$ cat src/hdl/cis_pkg.sv
// Package: shared constants and types for the configuration init sequencer
package cis_pkg;
    // Clock rate and derived cycle counts
    localparam int CLK_MHZ       = 200;
    localparam int CLK_START_NS  = 20;   // Settle time after ungated clocks start
    localparam int REG_INIT_NS   = 40;   // User register initialisation time
    localparam int ROW_STEP_NS   = 15;   // Base spacing between row releases
    localparam int CLK_START_CYC = (CLK_START_NS * CLK_MHZ + 999) / 1000;
    localparam int REG_INIT_CYC  = (REG_INIT_NS * CLK_MHZ + 999) / 1000;
    localparam int ROW_STEP_CYC  = (ROW_STEP_NS * CLK_MHZ + 999) / 1000;
    // Fabric geometry
    localparam int NUM_SECTORS   = 4;
    localparam int NUM_ROWS      = 4;
    // Register byte offsets
    localparam logic [11:0] CTRL_OFS   = 12'h000;
    localparam logic [11:0] STATUS_OFS = 12'h004;
    localparam logic [11:0] ERR_OFS    = 12'h008;
    // Control register fields
    localparam int CTRL_INIT_OFF_BIT = 0;
    localparam int CTRL_RU_GO_BIT    = 1;
    localparam int CTRL_IMG_LSB      = 4;
    localparam int IMG_W             = 4;
    localparam logic [31:0] CTRL_RST = 32'h0000_0010;
    // Error register fields
    localparam int ERR_STICKY_BIT    = 0;
    localparam int ERR_IMG_LSB       = 4;
    localparam int ERR_CNT_LSB       = 8;
    localparam logic [IMG_W-1:0] FACTORY_IMG = 4'h0;
    // Sequencer states, Gray along idle..user
    typedef enum logic [2:0] {
        CIS_IDLE  = 3'b000,
        CIS_LOAD  = 3'b001,
        CIS_CLKS  = 3'b011,
        CIS_INIT  = 3'b010,
        CIS_REL   = 3'b110,
        CIS_USER  = 3'b111,
        CIS_ERR   = 3'b100
    } cis_state_e;
endpackage

$ cat src/hdl/cis_sector_if.sv
// Interface: link between the sequencer and one sector manager
`timescale 1ns/1ps
interface cis_sector_if;
    logic                start;
    logic [cis_pkg::NUM_ROWS-1:0] row_frozen;
    logic                user_mode;
    modport seq  (output start, input row_frozen, input user_mode);
    modport sect (input start, output row_frozen, output user_mode);
endinterface

$ cat src/hdl/cis_sector_mgr.sv
// Module: one sector manager, releases its rows one after another
`timescale 1ns/1ps
module cis_sector_mgr
    import cis_pkg::*;
#(
    parameter int IDX = 0
) (
    input  wire logic   pclk,
    input  wire logic   presetn,
    cis_sector_if.sect  sif
);
    // Own step spacing per sector, so sectors drift apart with no common timing
    localparam logic [7:0] STEP = 8'(ROW_STEP_CYC + IDX);

    logic [NUM_ROWS-1:0] frz_reg, frz_next;
    logic [7:0]          cnt_reg, cnt_next;

    // Next row release: lowest frozen row thaws when the step count expires
    always_comb begin
        frz_next = frz_reg;
        cnt_next = cnt_reg;
        if (!sif.start) begin
            frz_next = '1;
            cnt_next = STEP;
        end else if (frz_reg != '0) begin
            if (cnt_reg == 8'h01) begin
                frz_next = frz_reg & (frz_reg - 1'b1);
                cnt_next = STEP;
            end else begin
                cnt_next = cnt_reg - 8'h01;
            end
        end
    end

    // State registers; each manager runs from its own start only
    always_ff @(posedge pclk or negedge presetn) begin
        if (!presetn) begin
            frz_reg <= '1;
            cnt_reg <= 8'h01;
        end else begin
            frz_reg <= frz_next;
            cnt_reg <= cnt_next;
        end
    end

    // Rows read as frozen the moment start drops, not one edge later
    assign sif.row_frozen = sif.start ? frz_reg : '1;
    assign sif.user_mode  = sif.start && (frz_reg == '0);
endmodule

$ cat src/hdl/cis_top.sv
// Module: configuration init sequencer top with APB registers and sector managers
//
// Functional notes
// - One sector manager per sector, releasing only its own rows.
// - Global freeze holds all fabric registers while configuration runs.
// - Rows inside a sector thaw one after another.
// - Sector managers run concurrently, with no synchronisation between them.
// - Fabric-live asserts only after every sector reports user mode.
// - Request high leaves idle, drives status high and starts loading.
// - Load-complete asserts after full data received, before clocks start.
// - Ungated clocks start after load-complete, then user registers initialise.
// - Pipeline registers shift once clocks run; init only if not disabled.
// - User register initialisation finishes before fabric-live asserts.
// - Fabric-live and internal release output assert together at the end.
// - Frozen registers ignore clock edges; released ones update normally.
// - Embedded memory contents stay untouched during configuration.
// - Option bit suppresses power-up register initialisation.
// - Remote-update command starts reconfiguration from the selected image.
// - Errors are checked during loading and in the post-load check.
// - Application image errors fall back to factory image with error status.
// - Internal release output is the inverse of fabric-live.
// - Request low after reset drives the status line low.
//
// Implementation choices: the APB register port and the placing of the registers.
`timescale 1ns/1ps
module cis_top
    import cis_pkg::*;
(
    input  wire logic                pclk,
    input  wire logic                presetn,
    // APB slave
    input  wire logic                psel,
    input  wire logic                penable,
    input  wire logic                pwrite,
    input  wire logic [11:0]         paddr,
    input  wire logic [31:0]         pwdata,
    output logic [31:0]              prdata,
    output logic                     pready,
    output logic                     pslverr,
    // Host pins
    input  wire logic                cfg_request_n,
    output logic                     cfg_status_n,
    output logic                     load_complete,
    output logic                     fabric_live,
    output logic                     fabric_live_n,
    // Image loader
    output logic                     img_load_req,
    output logic [IMG_W-1:0]         img_sel,
    input  wire logic                img_done,
    input  wire logic                img_err,
    input  wire logic                check_err,
    // Fabric controls
    output logic                     global_freeze,
    output logic                     clocks_run,
    output logic                     reg_init_en,
    output logic                     pipe_init_en,
    output logic                     mem_wr_block,
    output logic [NUM_SECTORS*NUM_ROWS-1:0] row_frozen
);
    cis_state_e          st_reg, st_next;
    logic [2:0]          rq_sync_reg;
    logic                rq_reg, rq_next;
    logic [7:0]          tmr_reg, tmr_next;
    logic [IMG_W-1:0]    img_reg, img_next;
    logic                lc_reg, lc_next;
    logic                live_reg, live_next;
    logic                stat_reg, stat_next;
    logic                fb_reg, fb_next;
    logic [31:0]         ctrl_reg, ctrl_next;
    logic [31:0]         err_reg, err_next;
    logic [NUM_SECTORS-1:0] sec_user;
    logic                all_user;
    logic                wr_acc, rd_acc, ru_go;
    logic                load_fail, err_event;

    // Request pin synchroniser; only agreeing later stages update the level
    always_ff @(posedge pclk or negedge presetn) begin
        if (!presetn) begin
            rq_sync_reg <= 3'b000;
        end else begin
            rq_sync_reg <= {rq_sync_reg[1:0], cfg_request_n};
        end
    end
    assign rq_next = (rq_sync_reg[1] == rq_sync_reg[2]) ? rq_sync_reg[2] : rq_reg;

    // Sector managers, each on its own interface
    cis_sector_if sif [NUM_SECTORS] ();
    for (genvar s = 0; s < NUM_SECTORS; s++) begin : g_sec
        assign sif[s].start = (st_reg == CIS_REL) || (st_reg == CIS_USER);
        assign sec_user[s]  = sif[s].user_mode;
        assign row_frozen[s*NUM_ROWS +: NUM_ROWS] = sif[s].row_frozen;
        cis_sector_mgr #(.IDX(s)) u_sec (
            .pclk    (pclk),
            .presetn (presetn),
            .sif     (sif[s])
        );
    end
    assign all_user = &sec_user;

    // APB decode; zero-wait slave
    assign wr_acc  = psel && penable && pwrite;
    assign rd_acc  = psel && penable && !pwrite;
    assign pready  = 1'b1;
    assign ru_go   = wr_acc && (paddr == CTRL_OFS) && pwdata[CTRL_RU_GO_BIT];
    assign load_fail = (st_reg == CIS_LOAD) && img_err;
    assign err_event = load_fail || ((st_reg == CIS_INIT) && check_err);

    // Unmapped addresses answer with an error
    always_comb begin
        pslverr = 1'b0;
        if (psel && penable) begin
            pslverr = !(paddr == CTRL_OFS || paddr == STATUS_OFS || paddr == ERR_OFS);
        end
    end

    // Main sequence next state
    always_comb begin
        st_next   = st_reg;
        tmr_next  = tmr_reg;
        img_next  = img_reg;
        lc_next   = lc_reg;
        live_next = live_reg;
        stat_next = stat_reg;
        fb_next   = fb_reg;
        if (!rq_reg) begin
            st_next   = CIS_IDLE;
            stat_next = 1'b0;
            lc_next   = 1'b0;
            live_next = 1'b0;
            fb_next   = 1'b0;
        end else begin
            case (st_reg)
                CIS_IDLE: begin
                    st_next   = CIS_LOAD;
                    stat_next = 1'b1;
                    img_next  = ctrl_reg[CTRL_IMG_LSB +: IMG_W];
                end
                CIS_LOAD: begin
                    if (img_err) begin
                        if (img_reg != FACTORY_IMG) begin
                            img_next = FACTORY_IMG;
                            fb_next  = 1'b1;
                        end else begin
                            st_next   = CIS_ERR;
                            stat_next = 1'b0;
                        end
                    end else if (img_done) begin
                        lc_next  = 1'b1;
                        st_next  = CIS_CLKS;
                        tmr_next = 8'(CLK_START_CYC);
                    end
                end
                CIS_CLKS: begin
                    if (tmr_reg == 8'h01) begin
                        st_next  = CIS_INIT;
                        tmr_next = 8'(REG_INIT_CYC);
                    end else begin
                        tmr_next = tmr_reg - 8'h01;
                    end
                end
                CIS_INIT: begin
                    if (check_err) begin
                        lc_next = 1'b0;
                        if (img_reg != FACTORY_IMG) begin
                            img_next = FACTORY_IMG;
                            fb_next  = 1'b1;
                            st_next  = CIS_LOAD;
                        end else begin
                            st_next   = CIS_ERR;
                            stat_next = 1'b0;
                        end
                    end else if (tmr_reg == 8'h01) begin
                        st_next = CIS_REL;
                    end else begin
                        tmr_next = tmr_reg - 8'h01;
                    end
                end
                CIS_REL: begin
                    if (all_user) begin
                        st_next   = CIS_USER;
                        live_next = 1'b1;
                    end
                end
                CIS_USER: begin
                    if (ru_go) begin
                        st_next   = CIS_LOAD;
                        img_next  = pwdata[CTRL_IMG_LSB +: IMG_W];
                        lc_next   = 1'b0;
                        live_next = 1'b0;
                        fb_next   = 1'b0;
                    end
                end
                CIS_ERR: begin
                    stat_next = 1'b0;
                end
                default: begin
                    st_next = CIS_IDLE;
                end
            endcase
        end
    end

    // Registers: control, error status (set wins over write-one clear)
    always_comb begin
        ctrl_next = ctrl_reg;
        err_next  = err_reg;
        if (wr_acc && paddr == CTRL_OFS) begin
            ctrl_next = pwdata & 32'h0000_00F1;  // Go bit self-clears
        end
        if (wr_acc && paddr == ERR_OFS && pwdata[ERR_STICKY_BIT]) begin
            err_next[ERR_STICKY_BIT] = 1'b0;
        end
        if (err_event) begin
            err_next[ERR_STICKY_BIT]            = 1'b1;
            err_next[ERR_IMG_LSB +: IMG_W]      = img_reg;
            err_next[ERR_CNT_LSB +: 8]          = err_reg[ERR_CNT_LSB +: 8] + 8'h01;
        end
    end

    // All sequencer state registers
    always_ff @(posedge pclk or negedge presetn) begin
        if (!presetn) begin
            rq_reg   <= 1'b0;
            st_reg   <= CIS_IDLE;
            tmr_reg  <= 8'h01;
            img_reg  <= FACTORY_IMG;
            lc_reg   <= 1'b0;
            live_reg <= 1'b0;
            stat_reg <= 1'b0;
            fb_reg   <= 1'b0;
            ctrl_reg <= CTRL_RST;
            err_reg  <= 32'h0000_0000;
        end else begin
            rq_reg   <= rq_next;
            st_reg   <= st_next;
            tmr_reg  <= tmr_next;
            img_reg  <= img_next;
            lc_reg   <= lc_next;
            live_reg <= live_next;
            stat_reg <= stat_next;
            fb_reg   <= fb_next;
            ctrl_reg <= ctrl_next;
            err_reg  <= err_next;
        end
    end

    // Read data, registered at the end of the setup phase
    always_ff @(posedge pclk or negedge presetn) begin
        if (!presetn) begin
            prdata <= 32'h0000_0000;
        end else if (psel && !penable && !pwrite) begin
            case (paddr)
                CTRL_OFS:   prdata <= ctrl_reg;
                STATUS_OFS: prdata <= {20'h00000, img_reg, 1'b0, fb_reg,
                                       live_reg, lc_reg, 1'b0, st_reg};
                ERR_OFS:    prdata <= err_reg;
                default:    prdata <= 32'h0000_0000;
            endcase
        end
    end

    // Pin and fabric outputs, all from state flops
    assign cfg_status_n  = stat_reg;
    assign load_complete = lc_reg;
    assign fabric_live   = live_reg;
    assign fabric_live_n = !live_reg;
    assign img_load_req  = (st_reg == CIS_LOAD);
    assign img_sel       = img_reg;
    assign global_freeze = !((st_reg == CIS_REL) || (st_reg == CIS_USER));
    // Clocks hold off one cycle so load-complete is seen strictly first
    assign clocks_run    = lc_reg && (st_reg != CIS_LOAD) &&
                           !((st_reg == CIS_CLKS) && (tmr_reg == 8'(CLK_START_CYC)));
    assign reg_init_en   = (st_reg == CIS_INIT) && !ctrl_reg[CTRL_INIT_OFF_BIT];
    assign pipe_init_en  = clocks_run && !ctrl_reg[CTRL_INIT_OFF_BIT];
    assign mem_wr_block  = !live_reg;
endmodule

$ cat config.mk
export PLATFORM = sky130hd
export DESIGN_NAME = cis_top
export DESIGN_NICKNAME = d
export VERILOG_FILES = /design/src/hdl/cis_pkg.sv /design/src/hdl/cis_sector_if.sv /design/src/hdl/cis_sector_mgr.sv /design/src/hdl/cis_top.sv
export SDC_FILE = /design/constraint.sdc
export NUM_CORES = 1
export LEC_CHECK = 0
export BUFFER_PORTS_ARGS = -buffer_cell sky130_fd_sc_hd__buf_2
export CAP_MARGIN = 10
export CORE_ASPECT_RATIO = 2
export CORE_MARGIN = 2
export CORE_UTILIZATION = 38
export DETAILED_ROUTE_END_ITERATION = 10
export PLACE_DENSITY_LB_ADDON = 0.05
export RECOVER_POWER = 25
export SKIP_CTS_REPAIR_TIMING = 1
export SLEW_MARGIN = 20
export SYNTH_ARGS = -nofsm -noshare
export SYNTH_HDL_FRONTEND = slang
export SYNTH_SLANG_ARGS = --single-unit
$ cat constraint.sdc
create_clock -name pclk -period 2.2 [get_ports pclk]
set_input_delay 0.22 -clock pclk [delete_from_list [all_inputs] [get_ports pclk]]
set_output_delay 0.22 -clock pclk [all_outputs]
set_load 0.01 [all_outputs]
---- Word level (Yosys, flattened, before mapping) ----
Index checks and enable logic that the tools add are counted.
word-level totals
  register bits after elaboration ......... 121
  input bits .............................. 53
  logic and storage cells ................. 209
  output and inout port bits .............. 64
cells by class
  add/subtract/negate cells ............... 10
  reductions and logical operators ........ 56
  bitwise operators ....................... 4
  equal/unequal tests ..................... 45
  muxes and demuxes ....................... 73
operators by type and width
  kind                                                                    count
  8-bit 2-to-1 mux                                                        17
  4-bit 2-to-1 mux                                                        20
  16-bit case mux with 3 select lines                                     1
  8-bit by 1-bit equality test with 1-bit output, second input constant   5
  8-bit by 1-bit subtractor with 8-bit output, second input constant      5
  3-bit 2-to-1 mux                                                        10
  8-bit case mux with 3 select lines                                      1
  4-bit nonzero test                                                      6
  3-bit != test, second input constant                                    7
  3-bit case mux with 7 select lines                                      1
  1-bit logical AND                                                       19
  1-bit 2-to-1 mux                                                        18
  4-bit bitwise AND                                                       4
  4-bit logical NOT                                                       4
  2-bit by 1-bit != test with 1-bit output, second input constant         8
  2-bit != test, second input constant                                    8
  4-bit case mux with 4 select lines                                      1
  4-bit by 1-bit subtractor with 4-bit output, second input constant      4
  12-bit by 3-bit equality test with 1-bit output, second input constant  1
  12-bit by 4-bit equality test with 1-bit output, second input constant  1
  12-bit logical NOT                                                      1
  4-bit != test, second input constant                                    3
  5-bit AND reduction                                                     2
  3-bit equality test, second input constant                              3
  other kinds (21)                                                        38

---- Depth between registers and ports, before layout ----
Gate-level depths: netlist (run 1).
  depth in word-level cells ............... 7
  gate-level depth with buffers ........... 8
  depth with buffers taken out ............ 7

---- Hierarchy ----
A second synthesis (run 1) with hierarchy kept.
unflattened totals
  cells, all modules ...................... 592
  area, all modules ....................... 5866.9 sq um
modules (own cells, without submodules)
  module                           instances  sequential area each (sq um)  cells an instance  area each (sq um)
  cis_top                          1          1403.8                        329                3201.8
  cis_sector_mgr (g_sec[1].u_sec)  1          306.5                         74                 689.4
  cis_sector_mgr (g_sec[0].u_sec)  1          306.5                         67                 688.2
  cis_sector_mgr (g_sec[2].u_sec)  1          306.5                         61                 660.6
  cis_sector_mgr (g_sec[3].u_sec)  1          306.5                         61                 626.9

---- Worst setup path after synthesis (run 1) ----
No wires, ideal clock.
  kind .................................... register to register
  from .................................... reg img_reg[2] (netlist: img_sel[2])
  to ...................................... reg img_reg[0] (netlist: img_sel[0])
  setup slack ............................. 0.257 ns
  arrival time ............................ 1.818 ns
  cell stages (with the launch flop) ...... 6
  data required time ...................... 2.075 ns
  library setup time ...................... 0.125 ns
  cell sequence ........................... dfrtp_1 > or4_4 > nand3b_1 > nor2_1 > o31a_4 > mux2_4
between the ends
  word-level cells in the longest chain between the ends .. 4
RTL lines
  item                                        line                            source
  start: declaration                          cis_top.sv:64                   logic [IMG_W-1:0] img_reg, img_next;
  start signal: assignment                    cis_top.sv:237                  img_reg <= img_next;
  4-bit nonzero test *                        cis_top.sv:140, cis_top.sv:164
  4-bit 2-to-1 mux *                          n/a
  4-bit 2-to-1 mux, on equally long branches  n/a
  4-bit case mux with 4 select lines *        n/a
Every way passes the cells marked *; elsewhere a longest branch is shown, timed or not. The select of a mux whose other input is x is not followed.
A chain may end at the register's enable or synchronous reset.

---- Final worst setup path (run 1) ----
  from .................................... reg tmr_reg[6]
  to ...................................... out pipe_init_en
between the ends
  word-level cells in the longest chain between the ends .. 5
RTL lines
  item                                            line            source
  start: declaration                              cis_top.sv:63   logic [7:0] tmr_reg, tmr_next;
  start signal: assignment                        cis_top.sv:236  tmr_reg <= tmr_next;
  8-bit by 3-bit equality test with 1-bit output  cis_top.sv:272  !((st_reg == CIS_CLKS) && (tmr_reg == 8'(CLK_START_CYC)));
  1-bit logical AND                               cis_top.sv:272
  1-bit logical NOT                               cis_top.sv:272
  1-bit logical AND                               cis_top.sv:271  assign clocks_run = lc_reg && (st_reg != CIS_LOAD) &&
  1-bit logical AND                               cis_top.sv:274  assign pipe_init_en = clocks_run && !ctrl_reg[CTRL_INIT_OFF_BIT];
  end: declaration                                cis_top.sv:56   output logic pipe_init_en,
Every way passes these cells.

==> results of run 1 <==
==> worst max-delay path by stage <==
stage                   end  slack, ns  cells after the start
2_1_floorplan    img_sel[0]       0.26                      5
3_3_place_gp     tmr_reg[4]       0.16                      7
3_5_place_dp     tmr_reg[2]       0.14                      7
4_1_cts        pipe_init_en      -0.17                      5
5_1_grt        pipe_init_en      -0.03                      5
6_report       pipe_init_en       0.05                      5
==> cell usage in the layout, fill, tap and decap left out, types with 4 or more instances in the layout <==
cell type  Yosys  routed
a21o_1         5       5
a21oi_1       24      24
a22oi_1        4       4
a31oi_1        5       5
a41o_1         4       4
buf_2          6      72
buf_4         19      40
clkbuf_16      0       9
conb_1         2      18
dfrtp_1       82      81
dfstp_2       22      22
ha_1          12      12
inv_1         20      20
mux2_2        10      10
mux2_4         4       4
mux2i_1       11      11
nand2_1       74      74
nand2b_1      21      21
nand3_1       15      15
nand3b_1       8       8
nand4_1        8       8
nor2_1        43      42
nor2b_1       10      10
nor3_1        17      17
nor4_1         8       8
o21ai_0       43      43
o31ai_1       19      18
or3_1          5       5
or4_1          5       4
xnor2_1       11      11
==> kinds of logic (layout without fill, tap and decap cells) <==
logic type	Yosys count	in the layout
AND/OR/NAND/NOR	236	236
AO/OA/AOI/OAI	142	142
flip-flops	104	104
buffers and inverters	62	153
multiplexers	25	25
XOR/XNOR	14	14
adder cells (fa/ha/maj)	13	13
other	2	18
==> layout make-up <==
type / instances / area, µm²
inverters: 20 / 75.07
repair buffers: 117 / 709.4
clock inverters: 6 / 75.07
flip-flops and latches: 104 / 2631
fillers: 1464 / 7909
well taps: 195 / 244.0
clock buffers: 10 / 239.0
multi-input cells: 448 / 2858
==> worst reg2reg max path: cells and delay by family, from the launching register on <==
family                   cells  cell delay (ns)
AO/OA/AOI/OAI                4             0.56
adder cells (fa/ha/maj)      1             0.21
buffers and inverters        1             0.17
flip-flops                   1             0.58
AND/OR/NAND/NOR              1             0.47
==> routing by layer <==
metal	wire, µm	vias to the layer above	share of wire, %
met4	540	0	3.6
met3	439	18	2.9
met2	8332	109	55
met1	5794	2330	38
li1	-	2328	-
met5	0	-	0
==> power by group <==
group	switching, W	internal, W	total, W
Clock	0.000764	0.000933	0.00170
Sequential	0.000253	0.00211	0.00236
Combinational	0.00107	0.000786	0.00186
==> per-stage QoR <==
| stage | TNS, ns | total power, W |
|---|---|---|
| after floorplan | 0 | 0.003525 |
| after global placement | 0 | 0.004141 |
| after detailed placement | 0 | 0.004164 |
| after CTS | -0.2081 | 0.005885 |
| after global routing | -0.05877 | 0.006278 |
| final | 0 | 0.005918 |
==> results.json, run 1 <==
{
  "cp_max_fo": 5,
  "startpoint": "tmr_reg[6]",
  "peakVddDrop_v": 0.0004479,
  "drive_gt1_share_pct": 26.38,
  "synth_fa_ha_area_share_pct": 2.798,
  "clkSlewWorstSetupHoldPaths_ns": 0.08,
  "post-route-min-period_ns": 2.151,
  "syn_inst": 598,
  "hp-class": "in -> reg",
  "synth_top_area_share_pct": 35.85,
  "drtAntennaViolNets": 0,
  "wirelength_um": 15110,
  "clock.fmax_ghz": 0.4649,
  "hold-path-endpoint": "ctrl_reg[5]",
  "coreArea_um2": 14740,
  "path_buf_inv": 1,
  "detail_route.wl_per_cell_um": 16.79,
  "gr-total-overflow": 0,
  "cp_top_family": "simple AND/OR/NAND/NOR gates",
  "place_ws_ns": 0.1350,
  "use_met3_pct": 2.887,
  "antenna_cells": 0,
  "cpPeakStageDelay_ns": 0.57,
  "vias_per_cell": 5.317,
  "io_buffers": 72,
  "synth_cell_type_count": 70,
  "cts_tree": "yes",
  "grt_pass1_wl_um": 24250,
  "synthTopCellsByArea": "dfrtp_1 (36%), dfstp_2 (10%), nand2_1 (4.9%)",
  "worst_hold_slack_ns": 0.1247,
  "antenna_found_initial": 0,
  "dominantRegCellSynth": "dfrtp_1",
  "grt_setup_unrepaired": "true",
  "yosysWarnings": 0,
  "cts_max_level": 3,
  "grt_usage_pct": 19.15,
  "ys_seq_area_share_pct": 45.96,
  "max_slew.worst_pin.slew_ns": 0.8398,
  "crit_chain": "or4_4 > o31ai_4 > a21boi_2 > nor2b_1 > buf_2",
  "synth_edf_count": 0,
  "synthArstFlopShare_pct": 100.0,
  "hold_violations": 0,
  "dpl_cell_area_um2": 6464,
  "status": "finished clean",
  "finClkSkew_ns": 0.01062,
  "rows": 63,
  "fin_area_um2": 6832,
  "grt_max_degree": 37,
  "relSlewSlack_pct": 44.01,
  "ios": 117,
  "criticalPathCategory": "reg -> out",
  "busiest_layer": "met2",
  "die_y_um": 177.6,
  "drtIter0Drc": 199,
  "maxSlewViolCount": 0,
  "synth_common_cells": "dfrtp_1 (82), nand2_1 (74), nor2_1 (43), o21ai_0 (43), a21oi_1 (24)",
  "fp.dieW_um": 90.78,
  "die_area_um2": 16120,
  "worst_ep_required_time_ns": 1.98,
  "synth_xor_area_share_pct": 2.143,
  "rr_startpoint": "tmr_reg[0]",
  "synth_simple_gate_area_share_pct": 21.58,
  "p_leak_nw": 2.998,
  "drv_cap": 0,
  "clkLatencyLatePin_ns": 0.35,
  "nets": 765,
  "syn2layout_area_growth_pct": 19.37,
  "dr.pass1.iters": 4,
  "synth_mux_area_share_pct": 4.941,
  "grt_pass1_vias": 4849,
  "largest_register_ffs": 32,
  "worst-r2r-setup-slack_ns": 0.13,
  "period_share_pct": 97.78,
  "place_congestion": 0.8230,
  "instances_no_fill": 900,
  "synth_area_um2": 5723,
  "grt_use_met1_pct": 20.11,
  "arrival_ns": 1.93,
  "via_count": 4785,
  "final_core_util_pct": 46.35,
  "power.density_nw_per_um2": 866.2,
  "end_kind": "output port",
  "place_inst": 878,
  "reg2reg_depth": 7,
  "hpwlAfterDp_um": 11610,
  "synth_compound_area_share_pct": 16.88,
  "synth.most_common_cell": "dfrtp_1",
  "crit_slowest_cell": "or4_4",
  "cts.sinks": 104,
  "ys_seq_elements": 104,
  "worstHoldPathCells": 2,
  "use_met2_pct": 36.41,
  "synth_area_leader_cell": "dfrtp_1",
  "critPathLaunchType": "register",
  "initial_core_util_pct": 38.83,
  "setup_ws_ns": 0.04888,
  "setup_viol": 0,
  "cts_buffers": 9,
  "cts.path.max_buffers": 2,
  "drc_errors": 0,
  "avgSynthCellArea_um2": 9.570,
  "r2r_end": "tmr_reg[2]",
  "cts-root-buf": "clkbuf_16",
  "hp-start": "pwdata[5]",
  "synth_top_family_by_area": "simple AND/OR/NAND/NOR gates"
}
Note: power is estimated with default switching activity, not from simulation.
==> run 2, diff against run 1 <==
REMOVE_ABC_BUFFERS = 1   (was default)
==> run 2 against run 1 <==
Compared with the run above: sequential share of layout area increased by 0.87 points; maximum frequency decreased by 1.1%; global-route usage decreased by 0.13 points; largest power group unchanged.
==> results.json, run 2 (synthesis gave the netlist of run 1 again) <==
{
  "status": "finished clean",
  "period_share_pct": 98.90,
  "drive_gt1_share_pct": 22.33,
  "hpwlAfterDp_um": 11140,
  "initial_core_util_pct": 38.83,
  "crit_chain": "or4_4 > o31ai_2 > a21boi_1 > nor2b_1 > buf_2",
  "via_count": 4697,
  "post-route-min-period_ns": 2.176,
  "antenna_found_initial": 1,
  "arrival_ns": 1.96,
  "gr-total-overflow": 0,
  "grt_setup_unrepaired": "true",
  "wirelength_um": 14790,
  "hold-path-endpoint": "ctrl_reg[6]",
  "power.total_w": 0.005667,
  "drtAntennaViolNets": 0,
  "maxSlewViolCount": 0,
  "die_area_um2": 16120,
  "cp_max_fo": 6,
  "p_leak_nw": 2.847,
  "drv_cap": 0,
  "grt_max_degree": 67,
  "dpl_cell_area_um2": 6411,
  "reg2reg_depth": 6,
  "clkLatencyLatePin_ns": 0.34,
  "use_met2_pct": 36.01,
  "hp-class": "in -> reg",
  "detail_route.wl_per_cell_um": 16.62,
  "die_y_um": 177.6,
  "cts_buffers": 9,
  "cts.sinks": 104,
  "ios": 117,
  "grt_use_met1_pct": 21.25,
  "fillers": 1453,
  "busiest_layer": "met2",
  "dr.pass1.iters": 5,
  "power.density_nw_per_um2": 847.8,
  "critPathLaunchType": "register",
  "relSlewSlack_pct": 42.28,
  "peakVddDrop_v": 0.0004407,
  "place_congestion": 0.8767,
  "setup_viol": 0,
  "fp.dieW_um": 90.78,
  "clkSlewWorstSetupHoldPaths_ns": 0.07,
  "clock.fmax_ghz": 0.4596,
  "grt_usage_pct": 19.02,
  "io_buffers": 72,
  "worst_ep_required_time_ns": 1.98,
  "grt_pass1_vias": 4728,
  "final_common_cell": "dfrtp_1",
  "coreArea_um2": 14740,
  "rows": 63,
  "fin_area_um2": 6684,
  "largest_register_ffs": 32,
  "cts_tree": "yes",
  "use_met3_pct": 2.123,
  "max_slew.worst_pin.slew_ns": 0.8658,
  "criticalPathCategory": "reg -> out",
  "finClkSkew_ns": 0.009115,
  "cts_max_level": 3,
  "drtIter0Drc": 214,
  "cts.path.max_buffers": 2,
  "rr_startpoint": "tmr_reg[0]",
  "crit_slowest_cell": "or4_4",
  "hold_violations": 0,
  "cts-root-buf": "clkbuf_16",
  "r2r_end": "tmr_reg[3]",
  "end_kind": "output port",
  "hp-start": "pwdata[6]",
  "nets": 754,
  "cpPeakStageDelay_ns": 0.54,
  "drc_errors": 0,
  "worstHoldPathCells": 2,
  "vias_per_cell": 5.278,
  "worst-r2r-setup-slack_ns": 0.19,
  "syn2layout_area_growth_pct": 16.79,
  "final_cell_mix": "dfrtp_1 (80), nand2_1 (74), buf_2 (54)",
  "grt_pass1_wl_um": 24260
}
run 2: cell type report:
type	count	area, µm²	share of cell area, %
clock inverters	4	28.78	0.4306
clock buffers	12	256.5	3.838
flip-flops and latches	104	2633	39.39
well taps	195	244.0	3.650
multi-input cells	448	2844	42.55
inverters	20	75.07	1.123
diodes	1	2.502	0.03744
repair buffers	106	600.6	8.985
run 2: worst max path at each step:
stage | startpoint | slack, ns | endpoint
2_1_floorplan | st_reg[2] | -0.46 | st_reg[0]
3_3_place_gp | tmr_reg[0] | 0.13 | tmr_reg[3]
3_5_place_dp | tmr_reg[0] | 0.09 | tmr_reg[3]
4_1_cts | tmr_reg[6] | -0.19 | pipe_init_en
5_1_grt | tmr_reg[6] | -0.06 | pipe_init_en
6_report | tmr_reg[6] | 0.02 | pipe_init_en
run 2: routing by layer:
metal,up-vias,part of all wire [%],wire [µm]
li1,2290,-,-
met2,105,55,8197
met3,24,2.8,416
met5,-,0,0
met4,0,3.0,442
met1,2278,39,5737
run 2: stage by stage:
| step | hold slack [ns] | utilization, % | setup TNS (ns) | std cells | worst slack [ns] |
|---|---|---|---|---|---|
| after detailed placement | 0.2046 | 43.49 | 0 | 871 | 0.09114 |
| after global placement | 0.2021 | 43.49 | 0 | 871 | 0.1327 |
| after CTS | -0.1692 | 45.43 | -0.2445 | 887 | -0.1863 |
| final | 0.1285 | 45.34 | 0 | 890 | 0.02418 |
| after global routing | 0.1280 | 45.34 | -0.05549 | 890 | -0.05549 |
| after floorplan | -0.07559 | - | -4.408 | 572 | -0.4620 |
run 2: worst max-delay path: cells and delay by family, from the launching register on:
| family | cells | cell delay [ns] |
|---|---|---|
| DFF | 1 | 0.44 |
| buffers and inverters | 1 | 0.14 |
| and+or+nand+nor | 2 | 0.68 |
| AOI/OAI and AO/OA | 2 | 0.35 |
run 2: power breakdown:
group | switching [W] | internal (W)
Sequential | 0.000261 | 0.00211
Combinational | 0.00102 | 0.000733
Clock | 0.000717 | 0.000831
